--- config.mk ---
export PLATFORM = sky130hd
export DESIGN_NAME = drc_ctrl
export DESIGN_NICKNAME = d
export VERILOG_FILES = /design/src/common/drc_pkg.sv /design/src/hdl/drc_refresh_timer.sv /design/src/hdl/drc_ctrl.sv
export SDC_FILE = /design/constraint.sdc
export NUM_CORES = 1
export LEC_CHECK = 0
export ABC_AREA = 1
export ABC_CLOCK_PERIOD_IN_PS = 2000
export BUFFER_PORTS_ARGS = -buffer_cell sky130_fd_sc_hd__buf_2
export CAP_MARGIN = 20
export CORE_UTILIZATION = 35
export DETAILED_ROUTE_END_ITERATION = 12
export RECOVER_POWER = 50
export SYNTH_ARGS = -nofsm -noshare
export SYNTH_HDL_FRONTEND = slang
export SYNTH_SLANG_ARGS = --single-unit
export TNS_END_PERCENT = 1
--- constraint.sdc ---
create_clock -name mclk_i -period 2 [get_ports mclk_i]
set_input_delay 0.3 -clock mclk_i [delete_from_list [all_inputs] [get_ports mclk_i]]
set_output_delay 0.3 -clock mclk_i [all_outputs]
set_load 0.02 [all_outputs]
--- src/common/drc_pkg.sv ---
// Package for the dynamic RAM access controller: timing, widths, carriers
`default_nettype none
package drc_pkg;
    localparam int unsigned CLK_PERIOD_NS = 10;    // 100 MHz system clock
    localparam int unsigned ADDR_W        = 12;    // 4096 words
    localparam int unsigned ROW_W         = 6;     // 64 rows
    localparam int unsigned ROW_COUNT     = 64;
    // Printed times in their own units
    localparam int unsigned REFRESH_LIMIT_MS = 2;
    localparam int unsigned CYCLE_PERIOD_NS  = 400;
    localparam int unsigned RMW_PERIOD_NS    = 520;
    localparam int unsigned ACCESS_LATENCY_NS = 200;
    localparam int unsigned STROBE_ON_NS     = 230;  // strobe high time
    localparam int unsigned RMW_ON_NS        = 350;  // strobe high in RMW
    localparam int unsigned ADDR_SETUP_NS    = 10;   // one cycle of setup
    localparam int unsigned WE_LEAD_NS       = 150;  // write low before fall
    localparam int unsigned DUTY_PCT         = 60;
    // Cycle counts; least times round up, the access bound rounds down
    localparam int unsigned CYCLE_CLKS  =
        (CYCLE_PERIOD_NS + CLK_PERIOD_NS - 1) / CLK_PERIOD_NS;
    localparam int unsigned RMW_CLKS    =
        (RMW_PERIOD_NS + CLK_PERIOD_NS - 1) / CLK_PERIOD_NS;
    localparam int unsigned ON_CLKS     =
        (STROBE_ON_NS + CLK_PERIOD_NS - 1) / CLK_PERIOD_NS;
    localparam int unsigned RMW_ON_CLKS =
        (RMW_ON_NS + CLK_PERIOD_NS - 1) / CLK_PERIOD_NS;
    localparam int unsigned SETUP_CLKS  =
        (ADDR_SETUP_NS + CLK_PERIOD_NS - 1) / CLK_PERIOD_NS;
    localparam int unsigned WE_CLKS     =
        (WE_LEAD_NS + CLK_PERIOD_NS - 1) / CLK_PERIOD_NS;
    localparam int unsigned ACC_CLKS    = ACCESS_LATENCY_NS / CLK_PERIOD_NS;
    // Refresh spacing: whole window split over rows, with margin of one row
    localparam int unsigned REFRESH_WINDOW_CLKS =
        REFRESH_LIMIT_MS * 1000000 / CLK_PERIOD_NS;
    localparam int unsigned REFRESH_GAP_CLKS =
        REFRESH_WINDOW_CLKS / (ROW_COUNT + 1);
    localparam int unsigned CNT_W = 16;
    localparam logic [CNT_W-1:0] CNT_ZERO = 16'h0000;
    localparam logic [CNT_W-1:0] CNT_ONE  = 16'h0001;
    localparam logic [ROW_W-1:0] ROW_ZERO = 6'h00;
    localparam logic [ROW_W-1:0] ROW_ONE  = 6'h01;
    localparam logic [ADDR_W-1:0] ADDR_ZERO = 12'h000;

    // User request carrier
    typedef enum logic [1:0] {
        DRC_OP_READ,
        DRC_OP_WRITE,
        DRC_OP_RMW
    } drc_op_t;

    typedef struct packed {
        drc_op_t             op;
        logic [ADDR_W-1:0]   addr;
        logic                wdata;
    } drc_req_t;

    // Pins toward the memory
    typedef struct packed {
        logic                strobe;    // cycle strobe, high active
        logic                sel_n;     // select, low active
        logic                wr_n;      // write strobe, low active
        logic [ADDR_W-1:0]   addr;
        logic                din;
    } drc_pins_t;
endpackage
`default_nettype wire

--- src/hdl/drc_refresh_timer.sv ---
// Refresh pacing timer and row counter for the dynamic RAM controller
`default_nettype none
module drc_refresh_timer
    import drc_pkg::*;
#(
    parameter int unsigned GAP_CLKS = REFRESH_GAP_CLKS
) (
    input  wire logic               mclk_i,
    input  wire logic               rstn_i,
    input  wire logic               ce_i,
    input  wire logic               done_i,    // refresh cycle issued
    output logic                    due_o,     // refresh pending
    output logic [ROW_W-1:0]        row_o      // next row to refresh
);
    logic [31:0]      cnt_r;                    // Gap counter
    logic [31:0]      cnt_nxt;
    logic             due_r;                    // Sticky request
    logic             due_nxt;
    logic [ROW_W-1:0] row_r;                    // Row walker
    logic [ROW_W-1:0] row_nxt;

    // Next state: tick every gap, walk rows in turn
    always_comb begin
        cnt_nxt = cnt_r + 32'h0000_0001;
        due_nxt = due_r;
        row_nxt = row_r;
        if (done_i) begin
            due_nxt = 1'b0;
            row_nxt = row_r + ROW_ONE;
        end
        // Tick wins over a clear in the same cycle
        if (cnt_r >= GAP_CLKS - 1) begin
            cnt_nxt = 32'h0000_0000;
            due_nxt = 1'b1;
        end
    end

    // Register stage
    always_ff @(posedge mclk_i) begin
        if (!rstn_i) begin
            cnt_r <= 32'h0000_0000;
            due_r <= 1'b0;
            row_r <= ROW_ZERO;
        end else if (ce_i) begin
            cnt_r <= cnt_nxt;
            due_r <= due_nxt;
            row_r <= row_nxt;
        end
    end

    assign due_o = due_r;
    assign row_o = row_r;
endmodule
`default_nettype wire

--- src/hdl/drc_ctrl.sv ---
// Host-side controller that runs read, write, RMW and refresh cycles
`default_nettype none
module drc_ctrl #(
    parameter int unsigned REFRESH_GAP = drc_pkg::REFRESH_GAP_CLKS
) (
    input  wire logic                 mclk_i,
    input  wire logic                 rstn_i,
    input  wire logic                 ce_i,        // Clock enable
    // User side
    input  wire logic                 req_valid_i,
    input  wire drc_pkg::drc_req_t    req_i,
    output logic                      req_ready_o,
    input  wire logic                 rmw_wdata_i,  // Data for RMW write
    output logic                      rd_valid_o,   // One-cycle pulse
    output logic                      rd_data_o,
    output logic                      busy_o,
    // Memory pins
    output drc_pkg::drc_pins_t        pins_o,
    input  wire logic                 dout_i,       // Memory data out
    input  wire logic                 dout_oe_i     // Memory drives dout
);
    import drc_pkg::*;

    typedef enum logic [2:0] {
        ST_IDLE,
        ST_SETUP,
        ST_ON,
        ST_OFF
    } drc_state_t;

    drc_state_t        state_r;
    drc_state_t        state_nxt;
    logic [CNT_W-1:0]  cnt_r;                  // Cycles into current cycle
    logic [CNT_W-1:0]  cnt_nxt;
    drc_op_t           op_r;                   // Operation in flight
    drc_op_t           op_nxt;
    logic              refr_r;                 // Cycle is a refresh
    logic              refr_nxt;
    drc_pins_t         pins_r;
    drc_pins_t         pins_nxt;
    logic              rdv_r;
    logic              rdv_nxt;
    logic              rdd_r;
    logic              rdd_nxt;
    logic              rdy_r;
    logic              rdy_nxt;
    logic              due;                    // Refresh pending
    logic [ROW_W-1:0]  row;                    // Next refresh row
    logic              refr_done;

    // Strobe high time for an operation
    function automatic logic [CNT_W-1:0] on_len(input drc_op_t op);
        on_len = (op == DRC_OP_RMW) ? CNT_W'(RMW_ON_CLKS) : CNT_W'(ON_CLKS);
    endfunction

    // Whole period for an operation
    function automatic logic [CNT_W-1:0] period_len(input drc_op_t op);
        period_len = (op == DRC_OP_RMW) ? CNT_W'(RMW_CLKS)
                                        : CNT_W'(CYCLE_CLKS);
    endfunction

    // Refresh pacing lives in its own small block
    drc_refresh_timer #(
        .GAP_CLKS (REFRESH_GAP)
    ) u_refresh (
        .mclk_i   (mclk_i),
        .rstn_i   (rstn_i),
        .ce_i     (ce_i),
        .done_i   (refr_done),
        .due_o    (due),
        .row_o    (row)
    );

    // Refresh counted as done when its strobe rises
    assign refr_done = (state_r == ST_SETUP) && refr_r
                       && (cnt_r >= CNT_W'(SETUP_CLKS) - CNT_ONE);

    // Cycle sequencer: idle, address setup, strobe high, strobe low
    always_comb begin
        state_nxt = state_r;
        cnt_nxt   = cnt_r + CNT_ONE;
        op_nxt    = op_r;
        refr_nxt  = refr_r;
        pins_nxt  = pins_r;
        rdv_nxt   = 1'b0;
        rdd_nxt   = rdd_r;
        rdy_nxt   = 1'b0;
        unique case (state_r)
            ST_IDLE: begin
                cnt_nxt         = CNT_ZERO;
                pins_nxt.strobe = 1'b0;
                pins_nxt.wr_n   = 1'b1;
                pins_nxt.sel_n  = 1'b1;
                // A shown ready is honoured; refresh then waits one cycle,
                // otherwise a tick landing with ready would drop a request
                if (req_valid_i && rdy_r) begin
                    state_nxt      = ST_SETUP;
                    op_nxt         = req_i.op;
                    refr_nxt       = 1'b0;
                    pins_nxt.addr  = req_i.addr;
                    pins_nxt.din   = req_i.wdata;
                    pins_nxt.sel_n = 1'b0;
                end else if (due) begin
                    state_nxt      = ST_SETUP;
                    op_nxt         = DRC_OP_READ;
                    refr_nxt       = 1'b1;
                    // Column bits zero, row in low bits
                    pins_nxt.addr  = {ADDR_ZERO[ADDR_W-1:ROW_W], row};
                    pins_nxt.sel_n = 1'b1;
                end else begin
                    rdy_nxt = 1'b1;
                end
            end
            ST_SETUP: begin
                // Address stable before the strobe rises
                if (cnt_r >= CNT_W'(SETUP_CLKS) - CNT_ONE) begin
                    state_nxt       = ST_ON;
                    cnt_nxt         = CNT_ZERO;
                    pins_nxt.strobe = 1'b1;
                end
            end
            ST_ON: begin
                // Write low well before strobe falls
                // One extra cycle: the pin only moves at the next edge
                if (!refr_r && op_r == DRC_OP_WRITE
                    && cnt_r == on_len(op_r) - CNT_W'(WE_CLKS) - CNT_ONE) begin
                    pins_nxt.wr_n = 1'b0;
                end
                // Sample read data at the access bound
                if (!refr_r && op_r != DRC_OP_WRITE
                    && cnt_r == CNT_W'(ACC_CLKS) - CNT_ONE) begin
                    rdd_nxt = dout_oe_i ? dout_i : 1'b0;
                    rdv_nxt = 1'b1;
                end
                // RMW: write back modified bit after the read
                if (!refr_r && op_r == DRC_OP_RMW
                    && cnt_r == on_len(op_r) - CNT_W'(WE_CLKS) - CNT_ONE) begin
                    pins_nxt.din  = rmw_wdata_i;
                    pins_nxt.wr_n = 1'b0;
                end
                if (cnt_r >= on_len(op_r) - CNT_ONE) begin
                    // Strobe high stays under duty limit except in RMW, high 35 of 52 cycles
                    state_nxt       = ST_OFF;
                    pins_nxt.strobe = 1'b0;
                end
            end
            ST_OFF: begin
                pins_nxt.wr_n  = 1'b1;
                pins_nxt.sel_n = 1'b1;
                // Full period counted from setup start
                if (cnt_r + CNT_W'(SETUP_CLKS) >= period_len(op_r) - CNT_ONE)
                begin
                    state_nxt = ST_IDLE;
                    cnt_nxt   = CNT_ZERO;
                    rdy_nxt   = !due;
                end
            end
            default: begin
                state_nxt = ST_IDLE;
            end
        endcase
    end

    // Register stage, frozen while the clock enable is low
    always_ff @(posedge mclk_i) begin
        if (!rstn_i) begin
            state_r <= ST_IDLE;
            cnt_r   <= CNT_ZERO;
            op_r    <= DRC_OP_READ;
            refr_r  <= 1'b0;
            pins_r  <= '{strobe: 1'b0, sel_n: 1'b1, wr_n: 1'b1,
                         addr: ADDR_ZERO, din: 1'b0};
            rdv_r   <= 1'b0;
            rdd_r   <= 1'b0;
            rdy_r   <= 1'b0;
        end else if (ce_i) begin
            state_r <= state_nxt;
            cnt_r   <= cnt_nxt;
            op_r    <= op_nxt;
            refr_r  <= refr_nxt;
            pins_r  <= pins_nxt;
            rdv_r   <= rdv_nxt;
            rdd_r   <= rdd_nxt;
            rdy_r   <= rdy_nxt;
        end
    end

    // Outputs straight from flops; busy is state_r != idle as a flop copy
    logic busy_r;
    always_ff @(posedge mclk_i) begin
        if (!rstn_i) begin
            busy_r <= 1'b0;
        end else if (ce_i) begin
            busy_r <= (state_nxt != ST_IDLE);
        end
    end

    assign pins_o      = pins_r;
    assign rd_valid_o  = rdv_r;
    assign rd_data_o   = rdd_r;
    assign req_ready_o = rdy_r;
    assign busy_o      = busy_r;
endmodule
`default_nettype wire

==> results.cfg, run 1 <==
[min_path]
hold_end = pins_o[12]
min_from = req_i[12]
hp-class = in -> reg
hold_depth = 3

[sta]
period_share = 1.02
setup_ws_ps = -37.0
maxSlewViolCount = 0
relSlewSlack = 0.654
period_minus_slack_ps = 2040
final-setup-viol-count = 16
skew_ps = 9.97
rsz0062_at_grt = yes
worst_pin_slew_ps = 519
fmax_ghz = 0.491
finalHoldViolations = 0
holdWs_ps = 182
finalSetupTns_ps = -387

[floorplan]
die_h_um = 107
rows = 37
start_util = 0.367
core_um2 = 10500
die_area_um2 = 11400
die_w_um = 107
io_pins = 42

[synthesis]
synth_nets = 568
synth.distinct_cells = 39
synthArstFlopShare = 0
synthTopCellsByCount = 137 x nand2_1, 81 x dfxtp_1, 59 x inv_1, 54 x nor2_1, 32 x nand3_1
synth.avg_cell_area_um2 = 7.18
syn_inst = 537
yosysSeqAreaShare = 0.420
postSynth.topFlopCell = dfxtp_1
yosysTopAreaCellShare = 0.420
synth_edf_count = 0
yosysTopAreaCell = dfxtp_1
synth_area_leaders = dfxtp_1 42%, nand2_1 13%, inv_1 5.7%, nor2_1 5.3%, nand3_1 4.2%
synth_most_common_cell = nand2_1
yosysWarningCount = 0
ys_ff_latch = 81
synthesis.area_um2 = 3860

[final_layout]
multiInputGateArea_um2 = 2050
fin_nets = 647
diodes = 0
seq_area_um2 = 1630
nFillCells = 1042
synthToLayoutAreaGrowth_pct = 25.1
layout.cells.non_filler = 756
drive_above_1_share = 0.210

[setup_path]
crit_required_ps = 2300
r2r_slack_ps = -40
rr_worst_depth = 15
reg2reg_from = cnt_r[1]
critPathArrivalTime_ps = 2330
start_kind = register
critPathKind = reg -> reg
crit-reg2reg-capture = cnt_r[1]
endpoint_kind = register
crit_fanout = 7

[clocking]
insertion_delay_ps = 370
cts_sinks = 81
cts_max_level = 3
root_buffer = clkbuf_8
max-clock-path-buffers = 2
clk_pin_slew_ps = 80
cts_tree = done
holdBufCountCts = 0
numCtsBuffers = 9

[grt]
grt_pass1_wl_mm = 16.0
grt_start_max_net_pins = 37
grtUsageTotal = 0.179
antenna_found_initial = 0
grt_pass1_vias = 3573
grt_overflow = 0

[routing]
avgRoutedWirePerCell_um = 12.9
drt-total-wl_mm = 9.77
drt_iter0_markers = 214
antenna_left = 0
vias = 3783
vias_per_cell = 5.00
drc = 0
drt_first_pass_iters = 5

[placement]
dpl.cell_count = 735
dpl.hpwl_mm = 6.99
place_ws_ps = -89.6
port_buffers = 41
globalplace.congestion = 0.889

[run_status]
status = complete, but fails checks
violations = setup timing

[power]
powerDensity_nw_per_um2 = 614
vdd_ir_drop_max_mv = 0.499
p_leak_nw = 1.90

[flow_run]
drv_cap = 0
[cells by family after synthesis]
logic type               after synthesis  synth area share
AND/OR/NAND/NOR                      280             0.320
AO/OA/AOI/OAI                         86             0.145
flip-flops                            81             0.420
buffers and inverters                 79            0.0808
adder cells (fa/ha/maj)                9            0.0292
XOR/XNOR                               2           0.00454
[routing by layer]
layer / global-route usage / up-vias / part of all wire / wire length (um)
li1: - / 1938 / - / -
met1: 0.220 / 1758 / 0.46 / 4460
met2: 0.300 / 73 / 0.49 / 4740
met3: 0.0517 / 14 / 0.043 / 424
met4: 0.0568 / 0 / 0.015 / 149
met5: 0 / - / 0 / 0
[timing repair]
action / CTS / global route
setup buffers: 2 / 3
gates resized for setup: 11 / 33
pin swaps: 2 / 12
setup endpoints to repair: 17 / 22
gates cloned: 0 / 1
[worst max path at each step]
stage                         from   endpoint  slack, ps  depth (start not counted)
after CTS                 cnt_r[0]   cnt_r[1]          5                         11
after global placement    cnt_r[2]   cnt_r[9]         -9                         12
final                     cnt_r[1]   cnt_r[1]        -40                         15
after floorplan           cnt_r[1]  cnt_r[10]        120                         14
after detailed placement  cnt_r[0]  cnt_r[10]        -90                         14
after global routing      cnt_r[0]   cnt_r[4]       -160                         14
[power breakdown]
| group | total, W | internal [W] | switching (W) |
|---|---|---|---|
| clock | 0.00112 | 0.000519 | 0.000603 |
| combinational | 0.000196 | 0.0000659 | 0.000130 |
| sequential | 0.00164 | 0.00163 | 0.0000147 |
[per-stage QoR]
step	cell area, um^2	util	total power [W]
finish	4830	0.459	0.00296
global route	4830	0.459	0.00310
CTS	4700	0.447	0.00302
detailed placement	4460	0.424	0.00188
global placement	4460	0.424	0.00188
floorplan	3860	-	0.00180
[worst max-delay path, stage by stage, from the launching register on]
cell     delay (ps)
dfxtp_4         390
buf_6           100
nand2_2          60
nor2_4          220
buf_6           140
nand3_2          90
nand2_2          80
nand2_2          50
inv_1            50
nand2_1          60
a21oi_2         170
nand2_2          90
nand2_2          90
nand3_4         110
buf_12          180
o21ai_2         100
[flip-flops by register name, summed over array words and instances (netlist names)]
name and cells:
u_refresh.cnt_r 32, cnt_r 16, pins_o 16, u_refresh.row_o 6, state_r 3, op_r 2, busy_o 1, rd_data_o 1
rd_valid_o 1, refr_r 1, req_ready_o 1, u_refresh.due_o 1
[cell type report]
type,instances,share of cell area
tap,136,0.0353
multi-input combinational,377,0.424
clock buffer,12,0.0321
timing repair buffer,84,0.116
inverter,63,0.0490
clock inverter,3,0.00518
sequential,81,0.338
[placed cells by master (no fill, tap or decap), drive strengths merged]
master	count
nand2	140
dfxtp	81
inv	62
buf	62
nor2	60
clkbuf	34
nand3	33
a21oi	27
o21ai	25
nor3	22
o22ai	15
nand4	14
ha	9
a31oi	7
nor4	6
a211oi	5
clkinv	3
a31o	2
nor3b	2
xor2	2
o211ai	1
o21bai	1
a21boi	1
o41ai	1
nand3b	1
or2	1
o21a	1
and3	1
clkinvlp	1
(Power assumes the default switching activity.)
==> run 2: changes to the inputs <==
--- a/config.mk
+++ b/config.mk
@@ -9,6 +9,7 @@
 export ABC_CLOCK_PERIOD_IN_PS = 2000
 export BUFFER_PORTS_ARGS = -buffer_cell sky130_fd_sc_hd__buf_2
 export CAP_MARGIN = 20
+export CORE_ASPECT_RATIO = 0.8
 export CORE_UTILIZATION = 35
 export DETAILED_ROUTE_END_ITERATION = 12
 export RECOVER_POWER = 50
==> results.cfg, run 2 (synthesis gave the netlist of run 1 again) <==
[run_status]
status = complete, but fails checks
violations = setup timing

[clocking]
cts_max_level = 3
holdBufCountCts = 0
numCtsBuffers = 9
root_buffer = clkbuf_16
clk_pin_slew_ps = 70
insertion_delay_ps = 350
cts_sinks = 81
cts_tree = done
max-clock-path-buffers = 2

[placement]
globalplace.congestion = 0.904
dpl.cell_count = 734
port_buffers = 41
dpl.hpwl_mm = 6.90
dpl_cell_area_um2 = 4400

[sta]
relSlewSlack = 0.0930
finalHoldViolations = 0
fmax_ghz = 0.497
rsz0062_at_grt = yes
skew_ps = 7.16
maxSlewViolCount = 0
final-setup-viol-count = 6
finalSetupTns_ps = -22.5
period_minus_slack_ps = 2010
setup_ws_ps = -10.3
worst_pin_slew_ps = 1360
period_share = 1.01

[grt]
grt_pass1_wl_mm = 16.1
antenna_found_initial = 0
grt_start_max_net_pins = 34
grt_overflow = 0
grtUsageTotal = 0.178
grt_pass1_vias = 3437

[final_layout]
final_core_util = 0.460
layout.cells.non_filler = 755
fin_nets = 641
final_cell_area_um2 = 4820
layout_common_cells = 130 x nand2_1, 76 x dfxtp_1, 60 x inv_1
nFillCells = 1056
diodes = 0
synthToLayoutAreaGrowth_pct = 25.0
largest_reg_flops = 32
layout_commonest_cell = nand2_1
regMostFlops = u_refresh.cnt_r
drive_above_1_share = 0.190

[min_path]
hp-class = in -> reg

[routing]
antenna_left = 0
drt_first_pass_iters = 5
vias_per_cell = 4.95
avgRoutedWirePerCell_um = 12.9
vias = 3737
drt_iter0_markers = 285
drt-total-wl_mm = 9.74
drc = 0

[setup_path]
critPathArrivalTime_ps = 2280
crit_fanout = 5
endpoint_kind = register
r2r_slack_ps = -10
start_kind = register
crit_required_ps = 2270
critPathKind = reg -> reg

[power]
p_leak_nw = 1.92
vdd_ir_drop_max_mv = 0.369
powerDensity_nw_per_um2 = 730

[flow_run]
drv_cap = 0

[floorplan]
die_h_um = 95.9
io_pins = 42
die_area_um2 = 11400
rows = 33
core_um2 = 10500
start_util = 0.368
die_w_um = 119
[run 2: cell types whose count changed in the layout (fill, tap and decap cells not counted), sizes merged]
cell / change
nand3: +1
clkbuf: -3
clkinvlp: -1
clkinv: +2
buf: -7
inv: +3
[run 2: layer usage]
layer | share of wire | vias to the layer above | GRT usage
met2 | 0.44 | 71 | 0.285
li1 | - | 1937 | -
met1 | 0.51 | 1724 | 0.237
met5 | 0 | - | 0
met4 | 0.0071 | 0 | 0.0531
met3 | 0.049 | 5 | 0.0474
[run 2: path summary, 6_finish.rpt]
kind | from | endpoint | cells after the start
hold reg to reg | u_refresh.cnt_r[17] | u_refresh.cnt_r[17] | 2
setup reg to reg | cnt_r[8] | cnt_r[6] | 13
hold / removal | req_i[7] | pins_o[7] | 3
setup / recovery | cnt_r[8] | cnt_r[6] | 13
[run 2: per-stage QoR]
| stage | total power [W] | setup WS [ps] | hold WS, ps |
|---|---|---|---|
| finish | 0.00352 | -10.3 | 192 |
| global route | 0.00364 | -122 | 196 |
| CTS | 0.00356 | -2.17 | 182 |
| detailed placement | 0.00188 | -189 | 431 |
| global placement | 0.00188 | -109 | 426 |
| floorplan | 0.00180 | 124 | 419 |
[run 2: layout make-up]
| class | count | area, um^2 | share of cell area |
|---|---|---|---|
| multi-input cells | 378 | 2010 | 0.417 |
| inverters | 63 | 236 | 0.0490 |
| well taps | 140 | 175 | 0.0363 |
| clock inverters | 7 | 81.3 | 0.0169 |
| repair buffers | 77 | 462 | 0.0957 |
| clock buffers | 9 | 225 | 0.0467 |
| flip-flops and latches | 81 | 1630 | 0.339 |
[run 2: timing repair]
item / in CTS / in global routing
setup endpoints to repair: 17 / 24
hold endpoints to repair: 0 / 0
pin swaps: 0 / 9
resized for setup: 4 / 24
setup buffers: 3 / 1
cloned: 0 / 1
[run 2: report_power, final]
| part | internal (W) | total (W) | switching, W |
|---|---|---|---|
| logic | 0.0000654 | 0.000197 | 0.000132 |
| clock network | 0.000892 | 0.00168 | 0.000788 |
| registers | 0.00163 | 0.00164 | 0.0000130 |
[run 2: critical path, stage by stage, from the launching register on]
cell and delay [ps]:
dfxtp_1 390, nand2_1 140, nor2_1 220, nand2_1 110
o21ai_1 150, nand2_1 110, nor2_1 90, nand2_1 60
nor2_2 140, nand2_2 90, nand2_4 90, nand3_4 110
buf_4 170, o22ai_2 80
==> run 3: changes to the inputs <==
--- a/config.mk
+++ b/config.mk
@@ -13,6 +13,7 @@
 export CORE_UTILIZATION = 35
 export DETAILED_ROUTE_END_ITERATION = 12
 export RECOVER_POWER = 50
+export REMOVE_ABC_BUFFERS = 1
 export SYNTH_ARGS = -nofsm -noshare
 export SYNTH_HDL_FRONTEND = slang
 export SYNTH_SLANG_ARGS = --single-unit
==> results.cfg, run 3 (synthesis gave the netlist of run 1 again) <==
[clocking]
cts_sinks = 81
insertion_delay_ps = 330
cts_max_level = 3
numCtsBuffers = 9
root_buffer = clkbuf_16
max-clock-path-buffers = 2
cts_tree = done
clk_pin_slew_ps = 60

[grt]
grtUsageTotal = 0.179
grt_overflow = 0
grt_pass1_vias = 3501
grt_pass1_wl_mm = 16.2
antenna_found_initial = 0
grt_start_max_net_pins = 37

[sta]
fmax_ghz = 0.487
holdWs_ps = 210
skew_ps = 4.55
relSlewSlack = 0.508
maxSlewViolCount = 0
worst_pin_slew_ps = 738
setup_ws_ps = -55.4
final-setup-viol-count = 13
period_minus_slack_ps = 2060
rsz0062_at_grt = yes
period_share = 1.03
finalHoldViolations = 0

[power]
netSwitchingFraction = 0.238
p_comb_frac = 0.060
pwr-share-clk = 0.451
power_w = 0.00337
vdd_ir_drop_max_mv = 0.511
p_leak_nw = 1.92
p_int_w = 0.00256
pwr-share-seq = 0.489
power_switching_w = 0.000801
powerDensity_nw_per_um2 = 682

[floorplan]
die_h_um = 95.9
die_area_um2 = 11400
rows = 33
io_pins = 42
start_util = 0.368
die_w_um = 119
core_um2 = 10500

[final_layout]
largest_reg_flops = 32
drive_above_1_share = 0.217
diodes = 0
synthToLayoutAreaGrowth_pct = 27.9
regMostFlops = u_refresh.cnt_r
final_core_util = 0.470
layout_commonest_cell = nand2_1
fin_nets = 645
layout.cells.non_filler = 758
layout_common_cells = 130 x nand2_1, 77 x dfxtp_1, 59 x inv_1

[run_status]
status = complete, but fails checks
violations = setup timing

[flow_run]
drv_cap = 0

[min_path]
hp-class = in -> reg

[setup_path]
critPathArrivalTime_ps = 2320
crit_fanout = 6
critPathKind = reg -> reg
r2r_slack_ps = -60
crit_required_ps = 2260
start_kind = register
endpoint_kind = register

[placement]
globalplace.congestion = 0.880
dpl.cell_count = 738
dpl.hpwl_mm = 7.18
port_buffers = 41
place_ws_ps = -30.4

[routing]
drt-total-wl_mm = 10.2
drt_iter0_markers = 341
drt_first_pass_iters = 5
avgRoutedWirePerCell_um = 13.5
drc = 0
vias = 3785
antenna_left = 0
vias_per_cell = 4.99
## run 3: metrics by stage
step	area [um^2]	TNS [ps]
after floorplan	3780	-1790
after global placement	4450	0
after detailed placement	4450	-327
after CTS	4750	0
after global routing	4930	-1960
final	4930	-464
## run 3: worst max-delay path, cell delays in order, from the launching register on
cell and delay (ps):
dfxtp_4 370, ha_4 170, xor2_2 140, ha_1 320, a21oi_2 150, nand2_1 100, a21oi_2 170, nand2_2 70
nand2_2 70, nand3_4 130, clkbuf_16 200, o22ai_2 80
## run 3: worst paths after layout
kind | from | end | depth (start not counted)
max | cnt_r[1] | cnt_r[13] | 11
min | req_i[11] | pins_o[11] | 3
max reg2reg | cnt_r[1] | cnt_r[13] | 11
min reg2reg | u_refresh.cnt_r[19] | u_refresh.cnt_r[19] | 2
## run 3: power by group through the flow
| stage | combinational, W | clock [W] | sequential (W) |
|---|---|---|---|
| final | 0.000203 | 0.00152 | 0.00164 |
| after global routing | 0.000227 | 0.00162 | 0.00165 |
| after CTS | 0.000205 | 0.00156 | 0.00165 |
| after detailed placement | 0.000203 | 0 | 0.00168 |
| after global placement | 0.000199 | 0 | 0.00168 |
| after floorplan | 0.0000812 | 0 | 0.00170 |
## run 3: area by class of cell
type,count,area (um^2)
multi-input combinational,377,2100
clock inverter,4,30.0
timing repair buffer,82,519
fill,1084,5550
tap,140,175
clock buffer,11,243
sequential,81,1630
inverter,63,236
## run 3: repair_timing
action                                 in CTS  in global routing
hold buffers                                0                  0
setup buffers                               2                  2
gates cloned                                0                  1
gates resized for setup                     6                 42
pin swaps                                   2                 25
setup endpoints to repair                  14                 23
endpoints found under the hold margin       0                  0
## run 3: routing by layer
layer	vias to the layer above	GRT usage	share of wire
met2	102	0.282	0.44
met4	0	0.0635	0.011
met5	-	0	0
met1	1747	0.239	0.50
li1	1925	-	-
met3	11	0.0456	0.052
